**src/rtl/alr_regs.svh**
```systemverilog
/*
  Register offsets, field positions, reset values and level constants for the
  automatic level control block.
  Assumes an 8-bit register port with a 4-bit word address and 16-bit samples.
*/
`ifndef ALR_REGS_SVH
`define ALR_REGS_SVH

// ****************************************************************
// Register offsets
// ****************************************************************
`define ALR_ADDR_CTRL 4'h0
`define ALR_ADDR_LIMIT 4'h1
`define ALR_ADDR_RECOV 4'h2
`define ALR_ADDR_REC_CEIL 4'h3
`define ALR_ADDR_PB_CEIL 4'h4
`define ALR_ADDR_REC_MAN 4'h5
`define ALR_ADDR_PB_MAN 4'h6
`define ALR_ADDR_GAIN 4'h7

// ****************************************************************
// Field positions
// ****************************************************************
`define ALR_CTRL_PATH 0
`define ALR_CTRL_REC_EN 1
`define ALR_CTRL_PB_EN 2
`define ALR_CTRL_ZC_DIS 3
`define ALR_CTRL_PWR 4
`define ALR_LIM_THR 0
`define ALR_LIM_ATT 2
`define ALR_LIM_ZCTO 4
`define ALR_LIM_WAIT 6
`define ALR_REC_STEP 0
`define ALR_REC_FAST 2

// ****************************************************************
// Reset values
// ****************************************************************
`define ALR_RST_CTRL 8'h11
`define ALR_RST_LIMIT 8'h01
`define ALR_RST_RECOV 8'h00
`define ALR_RST_REC_CEIL 8'hc5
`define ALR_RST_PB_CEIL 6'h28
`define ALR_RST_MAN 8'h91

// ****************************************************************
// Gain codes and timing
// ****************************************************************
`define ALR_GAIN_MAX 8'hf1
`define ALR_GAIN_UNITY 9'h091
`define ALR_RB_TOP 8'h0e
`define ALR_RB_MUTE 8'hff
`define ALR_TO_BASE 11'h080

// ****************************************************************
// Output levels, magnitude scaled by 2^14, full scale is 2^29
// ****************************************************************
`define ALR_LVL_M2P5 40'h0017ff3fe0
`define ALR_LVL_M4P1 40'h0013f58ee0
`define ALR_LVL_M6P0 40'h001009be50
`define ALR_LVL_M8P5 40'h000c06df68
`define ALR_LVL_M12 40'h000809b570
`define ALR_LVL_FS 40'h0020000000
`define ALR_LVL_FS6 40'h003fd92760
`define ALR_LVL_FS12 40'h007f64ea40

`endif

```
**src/rtl/alr_pkg.sv**
```systemverilog
/*
  Types shared by the automatic level control block.
  Assumes nothing beyond a SystemVerilog compiler.
*/
package alr_pkg;

  // Origin of the gain change that waits for a zero crossing.
  typedef enum logic [1:0]
  {
    ALR_PEND_NONE = 2'b00,
    ALR_PEND_LIMIT = 2'b01,
    ALR_PEND_RECOVER = 2'b10,
    ALR_PEND_MANUAL = 2'b11
  } alr_pend_type;

endpackage

```
**src/rtl/alr_level_ctrl.sv**
```systemverilog
/*
  Automatic level control with limiter and recovery for one mono audio path,
  plus the register port that configures it and reads the live gain back.
  Assumes one sample strobe per sample period on sys_clk, samples in 16-bit
  two's complement, and a host that keeps the control fields still while
  level control runs.
*/
`timescale 1ns/1ps
`include "alr_regs.svh"

module alr_level_ctrl
(
  // Clock and reset
  input wire logic sys_clk,
  input wire logic srst,
  // Register port
  input wire logic [3:0] regAddr,
  input wire logic [7:0] regWrData,
  input wire logic regWr,
  input wire logic regRd,
  output logic [7:0] regRdData,
  // Sample stream
  input wire logic sampleValid,
  input wire logic [15:0] sampleIn,
  output logic [15:0] sampleOut,
  output logic sampleOutValid
);

  // The level constants are scaled for 16-bit samples, so the width is fixed.
  localparam int DW = 16;
  localparam int LW = 40;

  // ****************************************************************
  // Helper functions
  // ****************************************************************

  // Gain within one 6 dB octave, 0.375 dB apart, scaled by 2^14.
  // An octave is taken as an exact doubling; the 0.02 dB error per octave
  // is the price of replacing a full gain table by a shift.
  localparam logic [14:0] OCT_STEP [16] = '{
    15'h4000, 15'h42d3, 15'h45c5, 15'h48d9, 15'h4c10, 15'h4f6a, 15'h52ed, 15'h5696,
    15'h5a67, 15'h5e64, 15'h628e, 15'h66e7, 15'h6b72, 15'h702f, 15'h7522, 15'h7a4d
  };

  function automatic logic [14:0] mantissa(input logic [3:0] r);
    return OCT_STEP[r];
  endfunction

  // Period in samples for a 2-bit timing field.
  function automatic logic [10:0] periodLen(input logic [1:0] sel);
    return `ALR_TO_BASE << sel;
  endfunction

  // Gain decrement that stops at mute instead of wrapping.
  function automatic logic [7:0] subSat(input logic [7:0] g, input logic [3:0] s);
    return (g > {4'h0, s}) ? g - {4'h0, s} : 8'h00;
  endfunction

  // Codes above +36 dB would wrap the readback, so they stop at the top.
  function automatic logic [7:0] capTop(input logic [7:0] g);
    return (g > `ALR_GAIN_MAX) ? `ALR_GAIN_MAX : g;
  endfunction

  // ****************************************************************
  // Register file
  // ****************************************************************
  logic [7:0] ctrl_r, ctrl_nxt;
  logic [7:0] limit_r, limit_nxt;
  logic [7:0] recov_r, recov_nxt;
  logic [7:0] recCeil_r, recCeil_nxt;
  logic [5:0] pbCeil_r, pbCeil_nxt;
  logic [7:0] recMan_r, recMan_nxt;
  logic [7:0] pbMan_r, pbMan_nxt;
  logic [7:0] rdData_r, rdData_nxt;
  logic [7:0] gain_r, gain_nxt;
  logic [7:0] gainCode;

  // Live gain in readback code: top of range is 0EH, mute is FFH.
  assign gainCode = (gain_r == 8'h00) ? `ALR_RB_MUTE :
                    `ALR_RB_TOP + (`ALR_GAIN_MAX - gain_r);

  // Writes land in the addressed register; reads answer in the next cycle
  // only, and unmapped addresses read as zero.
  always_comb
  begin
    ctrl_nxt = ctrl_r;
    limit_nxt = limit_r;
    recov_nxt = recov_r;
    recCeil_nxt = recCeil_r;
    pbCeil_nxt = pbCeil_r;
    recMan_nxt = recMan_r;
    pbMan_nxt = pbMan_r;
    rdData_nxt = 8'h00;
    if (regWr)
    begin
      unique case (regAddr)
        `ALR_ADDR_CTRL: ctrl_nxt = {3'h0, regWrData[4:0]};
        `ALR_ADDR_LIMIT: limit_nxt = regWrData;
        `ALR_ADDR_RECOV: recov_nxt = {4'h0, regWrData[3:0]};
        `ALR_ADDR_REC_CEIL: recCeil_nxt = regWrData;
        `ALR_ADDR_PB_CEIL: pbCeil_nxt = regWrData[5:0];
        `ALR_ADDR_REC_MAN: recMan_nxt = regWrData;
        `ALR_ADDR_PB_MAN: pbMan_nxt = regWrData;
        default: ;
      endcase
    end
    if (regRd)
    begin
      unique case (regAddr)
        `ALR_ADDR_CTRL: rdData_nxt = ctrl_r;
        `ALR_ADDR_LIMIT: rdData_nxt = limit_r;
        `ALR_ADDR_RECOV: rdData_nxt = recov_r;
        `ALR_ADDR_REC_CEIL: rdData_nxt = recCeil_r;
        `ALR_ADDR_PB_CEIL: rdData_nxt = {2'h0, pbCeil_r};
        `ALR_ADDR_REC_MAN: rdData_nxt = recMan_r;
        `ALR_ADDR_PB_MAN: rdData_nxt = pbMan_r;
        `ALR_ADDR_GAIN: rdData_nxt = gainCode;
        default: rdData_nxt = 8'h00;
      endcase
    end
  end

  // Register storage.
  always_ff @(posedge sys_clk)
  begin
    if (srst)
    begin
      ctrl_r <= `ALR_RST_CTRL;
      limit_r <= `ALR_RST_LIMIT;
      recov_r <= `ALR_RST_RECOV;
      recCeil_r <= `ALR_RST_REC_CEIL;
      pbCeil_r <= `ALR_RST_PB_CEIL;
      recMan_r <= `ALR_RST_MAN;
      pbMan_r <= `ALR_RST_MAN;
      rdData_r <= 8'h00;
    end
    else
    begin
      ctrl_r <= ctrl_nxt;
      limit_r <= limit_nxt;
      recov_r <= recov_nxt;
      recCeil_r <= recCeil_nxt;
      pbCeil_r <= pbCeil_nxt;
      recMan_r <= recMan_nxt;
      pbMan_r <= pbMan_nxt;
      rdData_r <= rdData_nxt;
    end
  end

  assign regRdData = rdData_r;

  // ****************************************************************
  // Configuration decode
  // ****************************************************************
  logic pathRec, alcOn, zcDis, power;
  logic [1:0] thrSel, attSel, zcSel, waitSel, stepSel, fastSel;
  logic [7:0] ceiling, manualGain, pbCeilGain;
  logic [10:0] zcLen, waitLen;

  assign pathRec = ctrl_r[`ALR_CTRL_PATH];
  assign alcOn = pathRec ? ctrl_r[`ALR_CTRL_REC_EN] : ctrl_r[`ALR_CTRL_PB_EN];
  assign zcDis = ctrl_r[`ALR_CTRL_ZC_DIS];
  assign power = ctrl_r[`ALR_CTRL_PWR];
  assign thrSel = limit_r[`ALR_LIM_THR +: 2];
  assign attSel = limit_r[`ALR_LIM_ATT +: 2];
  assign zcSel = limit_r[`ALR_LIM_ZCTO +: 2];
  assign waitSel = limit_r[`ALR_LIM_WAIT +: 2];
  assign stepSel = recov_r[`ALR_REC_STEP +: 2];
  assign fastSel = recov_r[`ALR_REC_FAST +: 2];
  assign zcLen = periodLen(zcSel);
  assign waitLen = periodLen(waitSel);

  // Playback ceiling code c sits at gain code 4c+1 (1.5 dB is four steps).
  assign pbCeilGain = {pbCeil_r, 2'b01};
  // Ceiling or manual codes above +36 dB on either path are held at the top.
  assign ceiling = capTop(pathRec ? recCeil_r : pbCeilGain);
  assign manualGain = capTop(pathRec ? recMan_r : pbMan_r);

  // ****************************************************************
  // Gain stage and level detection
  // ****************************************************************
  logic sign, over, resetBand, zeroCross;
  logic [DW-1:0] mag, outSample;
  logic signed [8:0] dGain;
  logic signed [4:0] octave;
  logic [DW+14:0] prod;
  logic [LW-1:0] level, thrLvl, rstLvl;
  logic [1:0] tier;
  logic [3:0] limSteps;

  assign sign = sampleIn[DW-1];
  assign mag = sign ? DW'(~sampleIn + 16'h0001) : sampleIn;
  assign dGain = $signed({1'b0, gain_r}) - $signed(`ALR_GAIN_UNITY);
  assign octave = dGain[8:4];
  assign prod = mag * mantissa(dGain[3:0]);

  // Output magnitude before saturation, kept wide so that levels above
  // full scale can still be told apart for the attenuation tiers.
  always_comb
  begin
    if (gain_r == 8'h00)
      level = '0;
    else if (!octave[4])
      level = LW'(prod) << octave[2:0];
    else
      level = LW'(prod) >> (5'(-octave));
  end

  // Saturating output sample.
  assign outSample = (level >= `ALR_LVL_FS) ? (sign ? 16'h8000 : 16'h7fff) :
                     sign ? (~{1'b0, level[28:14]} + 16'h0001) : {1'b0, level[28:14]};

  // Detection threshold and lower edge of the wait-reset band.
  always_comb
  begin
    unique case (thrSel)
      2'b00: {thrLvl, rstLvl} = {`ALR_LVL_M2P5, `ALR_LVL_M4P1};
      2'b01: {thrLvl, rstLvl} = {`ALR_LVL_M4P1, `ALR_LVL_M6P0};
      2'b10: {thrLvl, rstLvl} = {`ALR_LVL_M6P0, `ALR_LVL_M8P5};
      2'b11: {thrLvl, rstLvl} = {`ALR_LVL_M8P5, `ALR_LVL_M12};
    endcase
  end

  assign over = level >= thrLvl;
  assign resetBand = !over && (level >= rstLvl);
  assign tier = (level >= `ALR_LVL_FS12) ? 2'd3 :
                (level >= `ALR_LVL_FS6) ? 2'd2 :
                (level >= `ALR_LVL_FS) ? 2'd1 : 2'd0;

  // Attenuation count per step code and tier.
  always_comb
  begin
    unique case (attSel)
      2'b00: limSteps = 4'd1;
      2'b01: limSteps = 4'd2;
      2'b10: limSteps = (tier == 2'd3) ? 4'd8 : (tier == 2'd0) ? 4'd2 : 4'd4;
      2'b11: limSteps = 4'(4'd1 << tier);
    endcase
  end

  // ****************************************************************
  // Limiter and recovery sequencer
  // ****************************************************************
  alr_pkg::alr_pend_type pend_r, pend_nxt;
  logic [7:0] target_r, target_nxt;
  logic [10:0] zcCnt_r, zcCnt_nxt, waitCnt_r, waitCnt_nxt, waitEnd;
  logic fast_r, fast_nxt, prevSign_r, prevSign_nxt, outValid_r, outValid_nxt;
  logic [15:0] out_r, out_nxt;
  logic [8:0] upSum;

  // A sign change or an exact zero counts as a crossing.
  assign zeroCross = (sign != prevSign_r) || (sampleIn == 16'h0000);
  // Fast recovery divides the wait; code 11 is not allowed and acts as 16x.
  assign waitEnd = fast_r ? (waitLen >> ((fastSel == 2'b00) ? 2 :
                   (fastSel == 2'b01) ? 3 : 4)) : waitLen;

  // One decision per sample strobe; nothing moves while the filter block
  // is powered down, so the gain is kept for the next power-up.
  always_comb
  begin
    gain_nxt = gain_r;
    pend_nxt = pend_r;
    target_nxt = target_r;
    zcCnt_nxt = zcCnt_r;
    waitCnt_nxt = waitCnt_r;
    fast_nxt = fast_r;
    prevSign_nxt = prevSign_r;
    out_nxt = out_r;
    outValid_nxt = 1'b0;
    upSum = 9'h000;
    if (sampleValid && power)
    begin
      out_nxt = outSample;
      outValid_nxt = 1'b1;
      prevSign_nxt = sign;
      // A waiting change lands at a crossing or when the timeout runs out.
      if (pend_r != alr_pkg::ALR_PEND_NONE)
      begin
        if (zeroCross || (zcCnt_r >= zcLen - 11'h001))
        begin
          gain_nxt = target_r;
          pend_nxt = alr_pkg::ALR_PEND_NONE;
          zcCnt_nxt = 11'h000;
        end
        else
          zcCnt_nxt = zcCnt_r + 11'h001;
      end
      if (!alcOn)
      begin
        // Manual gain; rewriting the same value keeps the timeout running.
        fast_nxt = 1'b0;
        waitCnt_nxt = 11'h000;
        if (manualGain != ((pend_nxt != alr_pkg::ALR_PEND_NONE) ? target_r : gain_nxt))
        begin
          target_nxt = manualGain;
          pend_nxt = alr_pkg::ALR_PEND_MANUAL;
          zcCnt_nxt = 11'h000;
        end
      end
      else if (over)
      begin
        waitCnt_nxt = 11'h000;
        if (tier != 2'd0)
          fast_nxt = 1'b1;
        if (zcDis)
        begin
          gain_nxt = subSat(gain_nxt, 4'd1);
          pend_nxt = alr_pkg::ALR_PEND_NONE;
          zcCnt_nxt = 11'h000;
        end
        else
        begin
          // Each new hit deepens a limiter change that is still waiting.
          target_nxt = subSat((pend_nxt == alr_pkg::ALR_PEND_LIMIT) ? target_r :
                              gain_nxt, limSteps);
          if (pend_nxt != alr_pkg::ALR_PEND_LIMIT)
            zcCnt_nxt = 11'h000;
          pend_nxt = alr_pkg::ALR_PEND_LIMIT;
        end
      end
      else if (resetBand)
        waitCnt_nxt = 11'h000;
      else if (waitCnt_r >= waitEnd - 11'h001)
      begin
        // Quiet for a whole wait period: one recovery step, then wait again.
        waitCnt_nxt = 11'h000;
        if (gain_nxt >= ceiling)
          fast_nxt = 1'b0;
        else if (pend_nxt == alr_pkg::ALR_PEND_NONE)
        begin
          upSum = {1'b0, gain_nxt} + {7'h00, stepSel} + 9'h001;
          target_nxt = (upSum > {1'b0, ceiling}) ? ceiling : upSum[7:0];
          pend_nxt = alr_pkg::ALR_PEND_RECOVER;
          zcCnt_nxt = 11'h000;
        end
      end
      else
        waitCnt_nxt = waitCnt_r + 11'h001;
    end
  end

  // Sequencer state and the output sample.
  always_ff @(posedge sys_clk)
  begin
    if (srst)
    begin
      gain_r <= `ALR_RST_MAN;
      pend_r <= alr_pkg::ALR_PEND_NONE;
      target_r <= `ALR_RST_MAN;
      zcCnt_r <= 11'h000;
      waitCnt_r <= 11'h000;
      fast_r <= 1'b0;
      prevSign_r <= 1'b0;
      out_r <= 16'h0000;
      outValid_r <= 1'b0;
    end
    else
    begin
      gain_r <= gain_nxt;
      pend_r <= pend_nxt;
      target_r <= target_nxt;
      zcCnt_r <= zcCnt_nxt;
      waitCnt_r <= waitCnt_nxt;
      fast_r <= fast_nxt;
      prevSign_r <= prevSign_nxt;
      out_r <= out_nxt;
      outValid_r <= outValid_nxt;
    end
  end

  assign sampleOut = out_r;
  assign sampleOutValid = outValid_r;

endmodule

```
**config.mk**
```make
export PLATFORM = sky130hd
export DESIGN_NAME = alr_level_ctrl
export DESIGN_NICKNAME = d
export VERILOG_FILES = /design/src/rtl/alr_pkg.sv /design/src/rtl/alr_level_ctrl.sv
export VERILOG_INCLUDE_DIRS = /design/src /design/src/rtl
export SDC_FILE = /design/constraint.sdc
export NUM_CORES = 1
export LEC_CHECK = 0
export ABC_CLOCK_PERIOD_IN_PS = 35100
export BUFFER_PORTS_ARGS = -buffer_cell sky130_fd_sc_hd__buf_2
export CORE_MARGIN = 4
export CORE_UTILIZATION = 65
export DETAILED_ROUTE_END_ITERATION = 8
export PLACE_DENSITY_LB_ADDON = 0.05
export REMOVE_ABC_BUFFERS = 1
export SLEW_MARGIN = 25
export SYNTH_ARGS = -nofsm -noshare
export SYNTH_HDL_FRONTEND = slang
export SYNTH_SLANG_ARGS = --single-unit
```
**constraint.sdc**
```tcl
create_clock -name sys_clk -period 35.1 [get_ports sys_clk]
set_input_delay 7.02 -clock sys_clk [delete_from_list [all_inputs] [get_ports sys_clk]]
set_output_delay 7.02 -clock sys_clk [all_outputs]
set_load 0.03 [all_outputs]
```
Word-level counts from Yosys, hierarchy flattened
Memory sizes are Yosys's and may differ from the RTL's.
Cells that the tools add are included.
- equality and inequality tests: 26
- bitwise logic cells: 4
- order comparisons: 14
- shift-type cells: 6
- mux-type cells: 78
- add/sub/neg operators: 14
- $mul: 1
- reductions and logical operators: 27
- operators by type and width (cell ; count):
    one-hot mux 40 bit (4 select lines) ; 2
    two-way mux 8 bit ; 24
    two-way mux 11 bit ; 16
    greater-or-equal comparator 40 x 30 -> 1 bit (second input constant) ; 2
    greater-or-equal comparator 40 bit ; 2
    two-way mux 40 bit ; 2
    two-way mux 16 bit ; 4
    one-hot mux 8 bit (8 select lines) ; 1
    greater-or-equal comparator 40 x 31 -> 1 bit (second input constant) ; 1
    << shifter 31 x 3 -> 40 bit ; 1
    right shift 31 x 5 -> 40 bit ; 1
    adder 16 x 1 -> 16 bit (second input constant) ; 2
    multiplier 16 x 15 -> 31 bit ; 1
    two-way mux 15 bit ; 2
    two-way mux 2 bit ; 12
    adder 11 x 1 -> 11 bit (second input constant) ; 2
    greater-or-equal comparator 11 bit ; 2
    << shifter 8 x 2 -> 11 bit (first input constant) ; 2
    subtractor 11 x 1 -> 11 bit (second input constant) ; 2
    equality test 4 x 3 -> 1 bit (second input constant) ; 4
    > comparator 8 bit (second input constant) ; 2
    zero test 16 bit ; 1
    inverter 15 -> 16 bit ; 1
    inverter 16 bit ; 1
    other kinds (42) ; 80
- bits in read-only memories: 240
- flip-flop bits (word level): 114
- input bits: 33
- output and inout port bits: 25
- word-level logic and storage cells: 188
- memories: 1
- memory list (memory ; words ; width ; rd ports ; clocked after Yosys merged registers in ; write ports ; line ; source):
    (name not given) ; 16 ; 15 ; 1 ; 0 ; 0 ; alr_level_ctrl.sv:46 ; return OCT_STEP[r];

Longest topological paths before layout
- word-level depth: 22
- gate-level depth with buffers: 56
- mapped depth without buffers: 50

Least setup slack after synthesis
OpenSTA, ideal clock, no wires.
- kind: input -> register
- start point: input sampleIn[0]
- end point: register target_r[1]
- stages on the path: 47
- required time: 34.977 ns
- arrival: 18.119 ns
- setup time: 0.123 ns
- slack: 16.859 ns
- cells stage by stage: clkbuf_1 > inv_1 > clkbuf_1 > ha_1 > nand3_1 > o31ai_1 > xnor2_1 > inv_1 > clkbuf_1 > nor2_1 > fa_1 > inv_1 > fa_1 > inv_1 > fa_1 > fa_1 > fa_1 > inv_1 > (+11 left out) > o221ai_2 > o22a_1 > inv_1 > or4_1 > or4_1 > o21ai_1 > a221oi_1 > ha_1 > mux2_2 > nand2_1 > ha_1 > a21o_1 > a21oi_1 > a41oi_1 > nor4_1 > nor3_1 > a222oi_1 > o2bb2ai_1
- cells in the longest elaborated chain, start to end: 20
- elaborated cells on any way between the ends: 61
- classes of those cells: add/sub: 4; mul: 1; order compare: 8; eq/ne: 8; shift: 3; mux: 26; bitwise: 1; reduce/logical: 10
- ends and longest elaborated chain (item ; line ; source):
    from (decl) ; alr_level_ctrl.sv:24 ; input wire logic [15:0] sampleIn,
    inverter 16 bit ; alr_level_ctrl.sv:192 ; assign mag = sign ? DW'(~sampleIn + 16'h0001) : sampleIn;
    adder 16 x 1 -> 16 bit ; alr_level_ctrl.sv:192 ;
    two-way mux 16 bit ; alr_level_ctrl.sv:192 ;
    multiplier 16 x 15 -> 31 bit ; alr_level_ctrl.sv:195 ; assign prod = mag * mantissa(dGain[3:0]);
    right shift 31 x 5 -> 40 bit or << shifter 31 x 3 -> 40 bit (tied branches) ; alr_level_ctrl.sv:206, alr_level_ctrl.sv:204 ;
    two-way mux 40 bit ; alr_level_ctrl.sv:203 ; else if (!octave[4])
    two-way mux 40 bit ; alr_level_ctrl.sv:201 ; if (gain_r == 8'h00)
    greater-or-equal comparator 40 x 30 -> 1 bit (no line) ; -- ;
    (+4 left out) ; -- ;
    two-way mux 3 bit ; alr_level_ctrl.sv:236 ; 2'b10: limSteps = (tier == 2'd3) ? 4'd8 : (tier == 2'd0) ? 4'd2 : 4'd4;
    two-way mux 4 bit ; alr_level_ctrl.sv:236 ;
    one-hot mux 4 bit (4 select lines) ; alr_level_ctrl.sv:233 ; unique case (attSel)
    subtractor 8 x 4 -> 8 bit or > comparator 8 x 4 -> 1 bit (tied branches) ; alr_level_ctrl.sv:56 ; return (g > {4'h0, s}) ? g - {4'h0, s} : 8'h00;
    two-way mux 8 bit ; alr_level_ctrl.sv:56 ;
    two-way mux 8 bit ; alr_level_ctrl.sv:305 ; if (zcDis)
    two-way mux 8 bit ; alr_level_ctrl.sv:300 ; else if (over)
    two-way mux 8 bit ; alr_level_ctrl.sv:288 ; if (!alcOn)
    to (signal assigned) ; alr_level_ctrl.sv:349 ; target_r <= `ALR_RST_MAN;
    to (signal assigned) ; alr_level_ctrl.sv:361 ; target_r <= target_nxt;
    to (decl) ; alr_level_ctrl.sv:245 ; logic [7:0] target_r, target_nxt;
Several ways; a longest one is shown, not always the timed one. The select of a mux whose other input is x is not followed.
A chain may end at the register's enable or synchronous reset.

Worst setup path after layout
Ends and elaborated chain as after synthesis.

==> flow_summary.toml <==
[outcome]
outcome = "finished clean"

[timing]
finalSetupTns_ns = 0
worst_slew_pin_slew_ns = 1.039
finalCritPeriodShare_pct = 59.05
drv_slew = 0
slew-limit-headroom_pct = 28.92
rsz0062_at_grt = "false"
hold_viol_final = 0
setup_viol = 0
finClkSkew_ns = 0.01441
min_period_ns = 20.73
clock.fmax_mhz = 48.25

[finish]
diodes = 0
fillers = 2894
mostFrequentLayoutCells = "nor2_1 (333), nand2_1 (307), inv_1 (275), ha_1 (204), fa_1 (182)"
drive_gt1_share_pct = 8.316
nets = 3352
layout_commonest_cell = "nor2_1"
stdcell_area_sq_mm = 0.02380
area_delta_synth_final_pct = 5.013

[routing]
drc = 0
ant_nets = 0
routedWlPerCell_um = 23.48
dr.pass1.iters = 9
detail_route.iter0.violations = 3011
via_count = 23722
viasPerCell = 6.975
drt-total-wl_mm = 79.86

[yosys]
synth_top_family_by_area = "adder cells"
ys_types = 113
muxShareOfSynthArea_pct = 6.829
synth_compound_area_share_pct = 22.57
synth_simple_gate_area_share_pct = 22.97
synth.area.top_cells = "fa_1 (16%), ha_1 (11%), dfxtp_1 (10%), nor2_1 (5.5%), nand2_1 (5.1%)"
synth_xor_xnor_area_share_pct = 2.468
synth_edf_count = 0
ys_async_sr_fraction_pct = 0
synth_ff_type = "dfxtp_1"
ys_ff_latch = 114
synth_area_per_cell_sq_um = 7.606
seq_area_frac_synth_pct = 10.07
synth_warnings = 0
yosysTopAreaCell = "fa_1"
synth_fa_ha_area_share_pct = 27.38
synth_top_area_share_pct = 16.08
netlist_instances = 2980
synth_area_sq_mm = 0.02267

[setup_path]
cp_max_fo = 12
crit_buf_inv = 7
crit_family = "compound AO/OA/AOI/OAI gates"
cp-start-kind = "input pin"
critPathCaptureType = "flop"
critPathMostFrequentCell = "fa_1"
crit_required_ns = 35.41
crit_type = "in2reg"
critical_path_arrival_ns = 21.04
cpMaxStageDelayCell = "xor2_1"
critPathMaxStageDelay_ns = 0.85

[cts]
clk_path_buf_depth = 2
cts_root_buffer = "clkbuf_16"
ctsResizeCount = 0
htreeDepth = 4
clk_pin_slew_ns = 0.07
hold_buffers = 0
post-cts-setup-buffer-count = 0
cts_num_sinks = 114
cts_made_buffers = 17
cts_tree = "done"
clk_latency_ns = 0.43

[place]
port_buffers = 57
place_area_sq_mm = 0.02318
dpl.hpwl_mm = 62.30
routabilityCongestion = 1.074

[min_path]
hp-class = "reg2reg"

[grt]
antenna_found_initial = 0
grt_pass1_vias = 23369
grt.total_usage_pct = 40.78
grt_max_degree = 70
overflow = 0
grt_pass1_wl_mm = 126.3

[job]
drv_cap = 0

[floorplan]
ioPinCount = 58
start_util_pct = 65.78
dieArea_sq_mm = 0.03792
die_h_um = 194.7
rows = 68
die_width_um = 194.7
core_area_sq_mm = 0.03446
==> through the flow <==
step	hold slack, ns	cells	utilization (%)	setup WS, ns
6_report	0.4606	3401	69.07	14.37
5_1_grt	0.4873	3401	69.07	13.74
2_1_floorplan	0.4412	2817	-	16.96
4_1_cts	0.4571	3400	69.01	14.79
3_3_place_gp	0.4398	3367	67.18	14.89
3_5_place_dp	0.4476	3368	67.27	14.39
==> final timing paths <==
kind | to | from | slack [ns] | depth (start not counted)
setup / recovery | target_r[1]$_SDFFE_PP0P_ | sampleIn[0] | 14.37 | 45
hold / removal | sampleOut[4]$_SDFFE_PP0P_ | sampleOut[4]$_SDFFE_PP0P_ | 0.46 | 2
setup reg to reg | target_r[1]$_SDFFE_PP0P_ | gain_r[1]$_SDFFE_PP0P_ | 20.44 | 44
hold reg to reg | sampleOut[4]$_SDFFE_PP0P_ | sampleOut[4]$_SDFFE_PP0P_ | 0.46 | 2
==> flip-flops by register name, indices dropped and copies added, names as in the netlist, 2 cells and up <==
name,count
recMan_r,8
recCeil_r,8
waitCnt_r,11
pbCeil_r,6
pbMan_r,8
zcCnt_r,11
ctrl_r,5
pend_r,2
regRdData,8
sampleOut,16
gain_r,8
target_r,8
limit_r,8
recov_r,4
==> Yosys cell counts (all sizes together) (33+ instances only) <==
library cell,instances
a211oi,43
o21ai,150
dfxtp,114
nand2,310
ha,204
fa,182
nand4,38
clkbuf,115
nor2,336
o211ai,37
nand2b,40
nand3,117
mux2i,95
xnor2,33
inv,277
a21oi,178
buf,50
nor3,47
==> worst register-to-register path: cells and delay by family, from the launching register on <==
family / cells / cell delay (ns)
AOI/OAI and AO/OA: 17 / 4.87
adders and majority gates: 11 / 4.83
and+or+nand+nor: 9 / 2.69
DFF: 1 / 0.88
xor gates and xnor gates: 1 / 0.63
buffers and inverters: 5 / 0.50
muxes: 1 / 0.16
==> cell families after synthesis <==
| group | count (synthesis) |
|---|---|
| AOI/OAI and AO/OA | 737 |
| xor gates and xnor gates | 59 |
| adders and majority gates | 387 |
| buffers and inverters | 449 |
| DFF | 114 |
| muxes | 137 |
| other | 1 |
| and+or+nand+nor | 1096 |
==> area by class of cell <==
cell class | instances | area, sq um | area share (%)
inverter | 284 | 1066 | 4.479
sequential | 114 | 2283 | 9.594
timing repair buffer | 97 | 583.1 | 2.450
multi-input combinational | 2419 | 18700 | 78.57
clock inverter | 15 | 172.7 | 0.7254
clock buffer | 17 | 425.4 | 1.787
tap | 455 | 569.3 | 2.392
==> routing by layer <==
layer  up-vias  wire length [um]  track usage, %  share of wire (%)
met5         -                 0               0                  0
met4         0              6093           24.88                7.6
li1      10519                 -               -                  -
met2      1621             36820           67.08                 46
met1     11149             28760           50.11                 36
met3       433              8186           6.951                 10
Power is not shown: default switching activity piles up to over one toggle a cycle in this logic, so the estimate is an artifact.
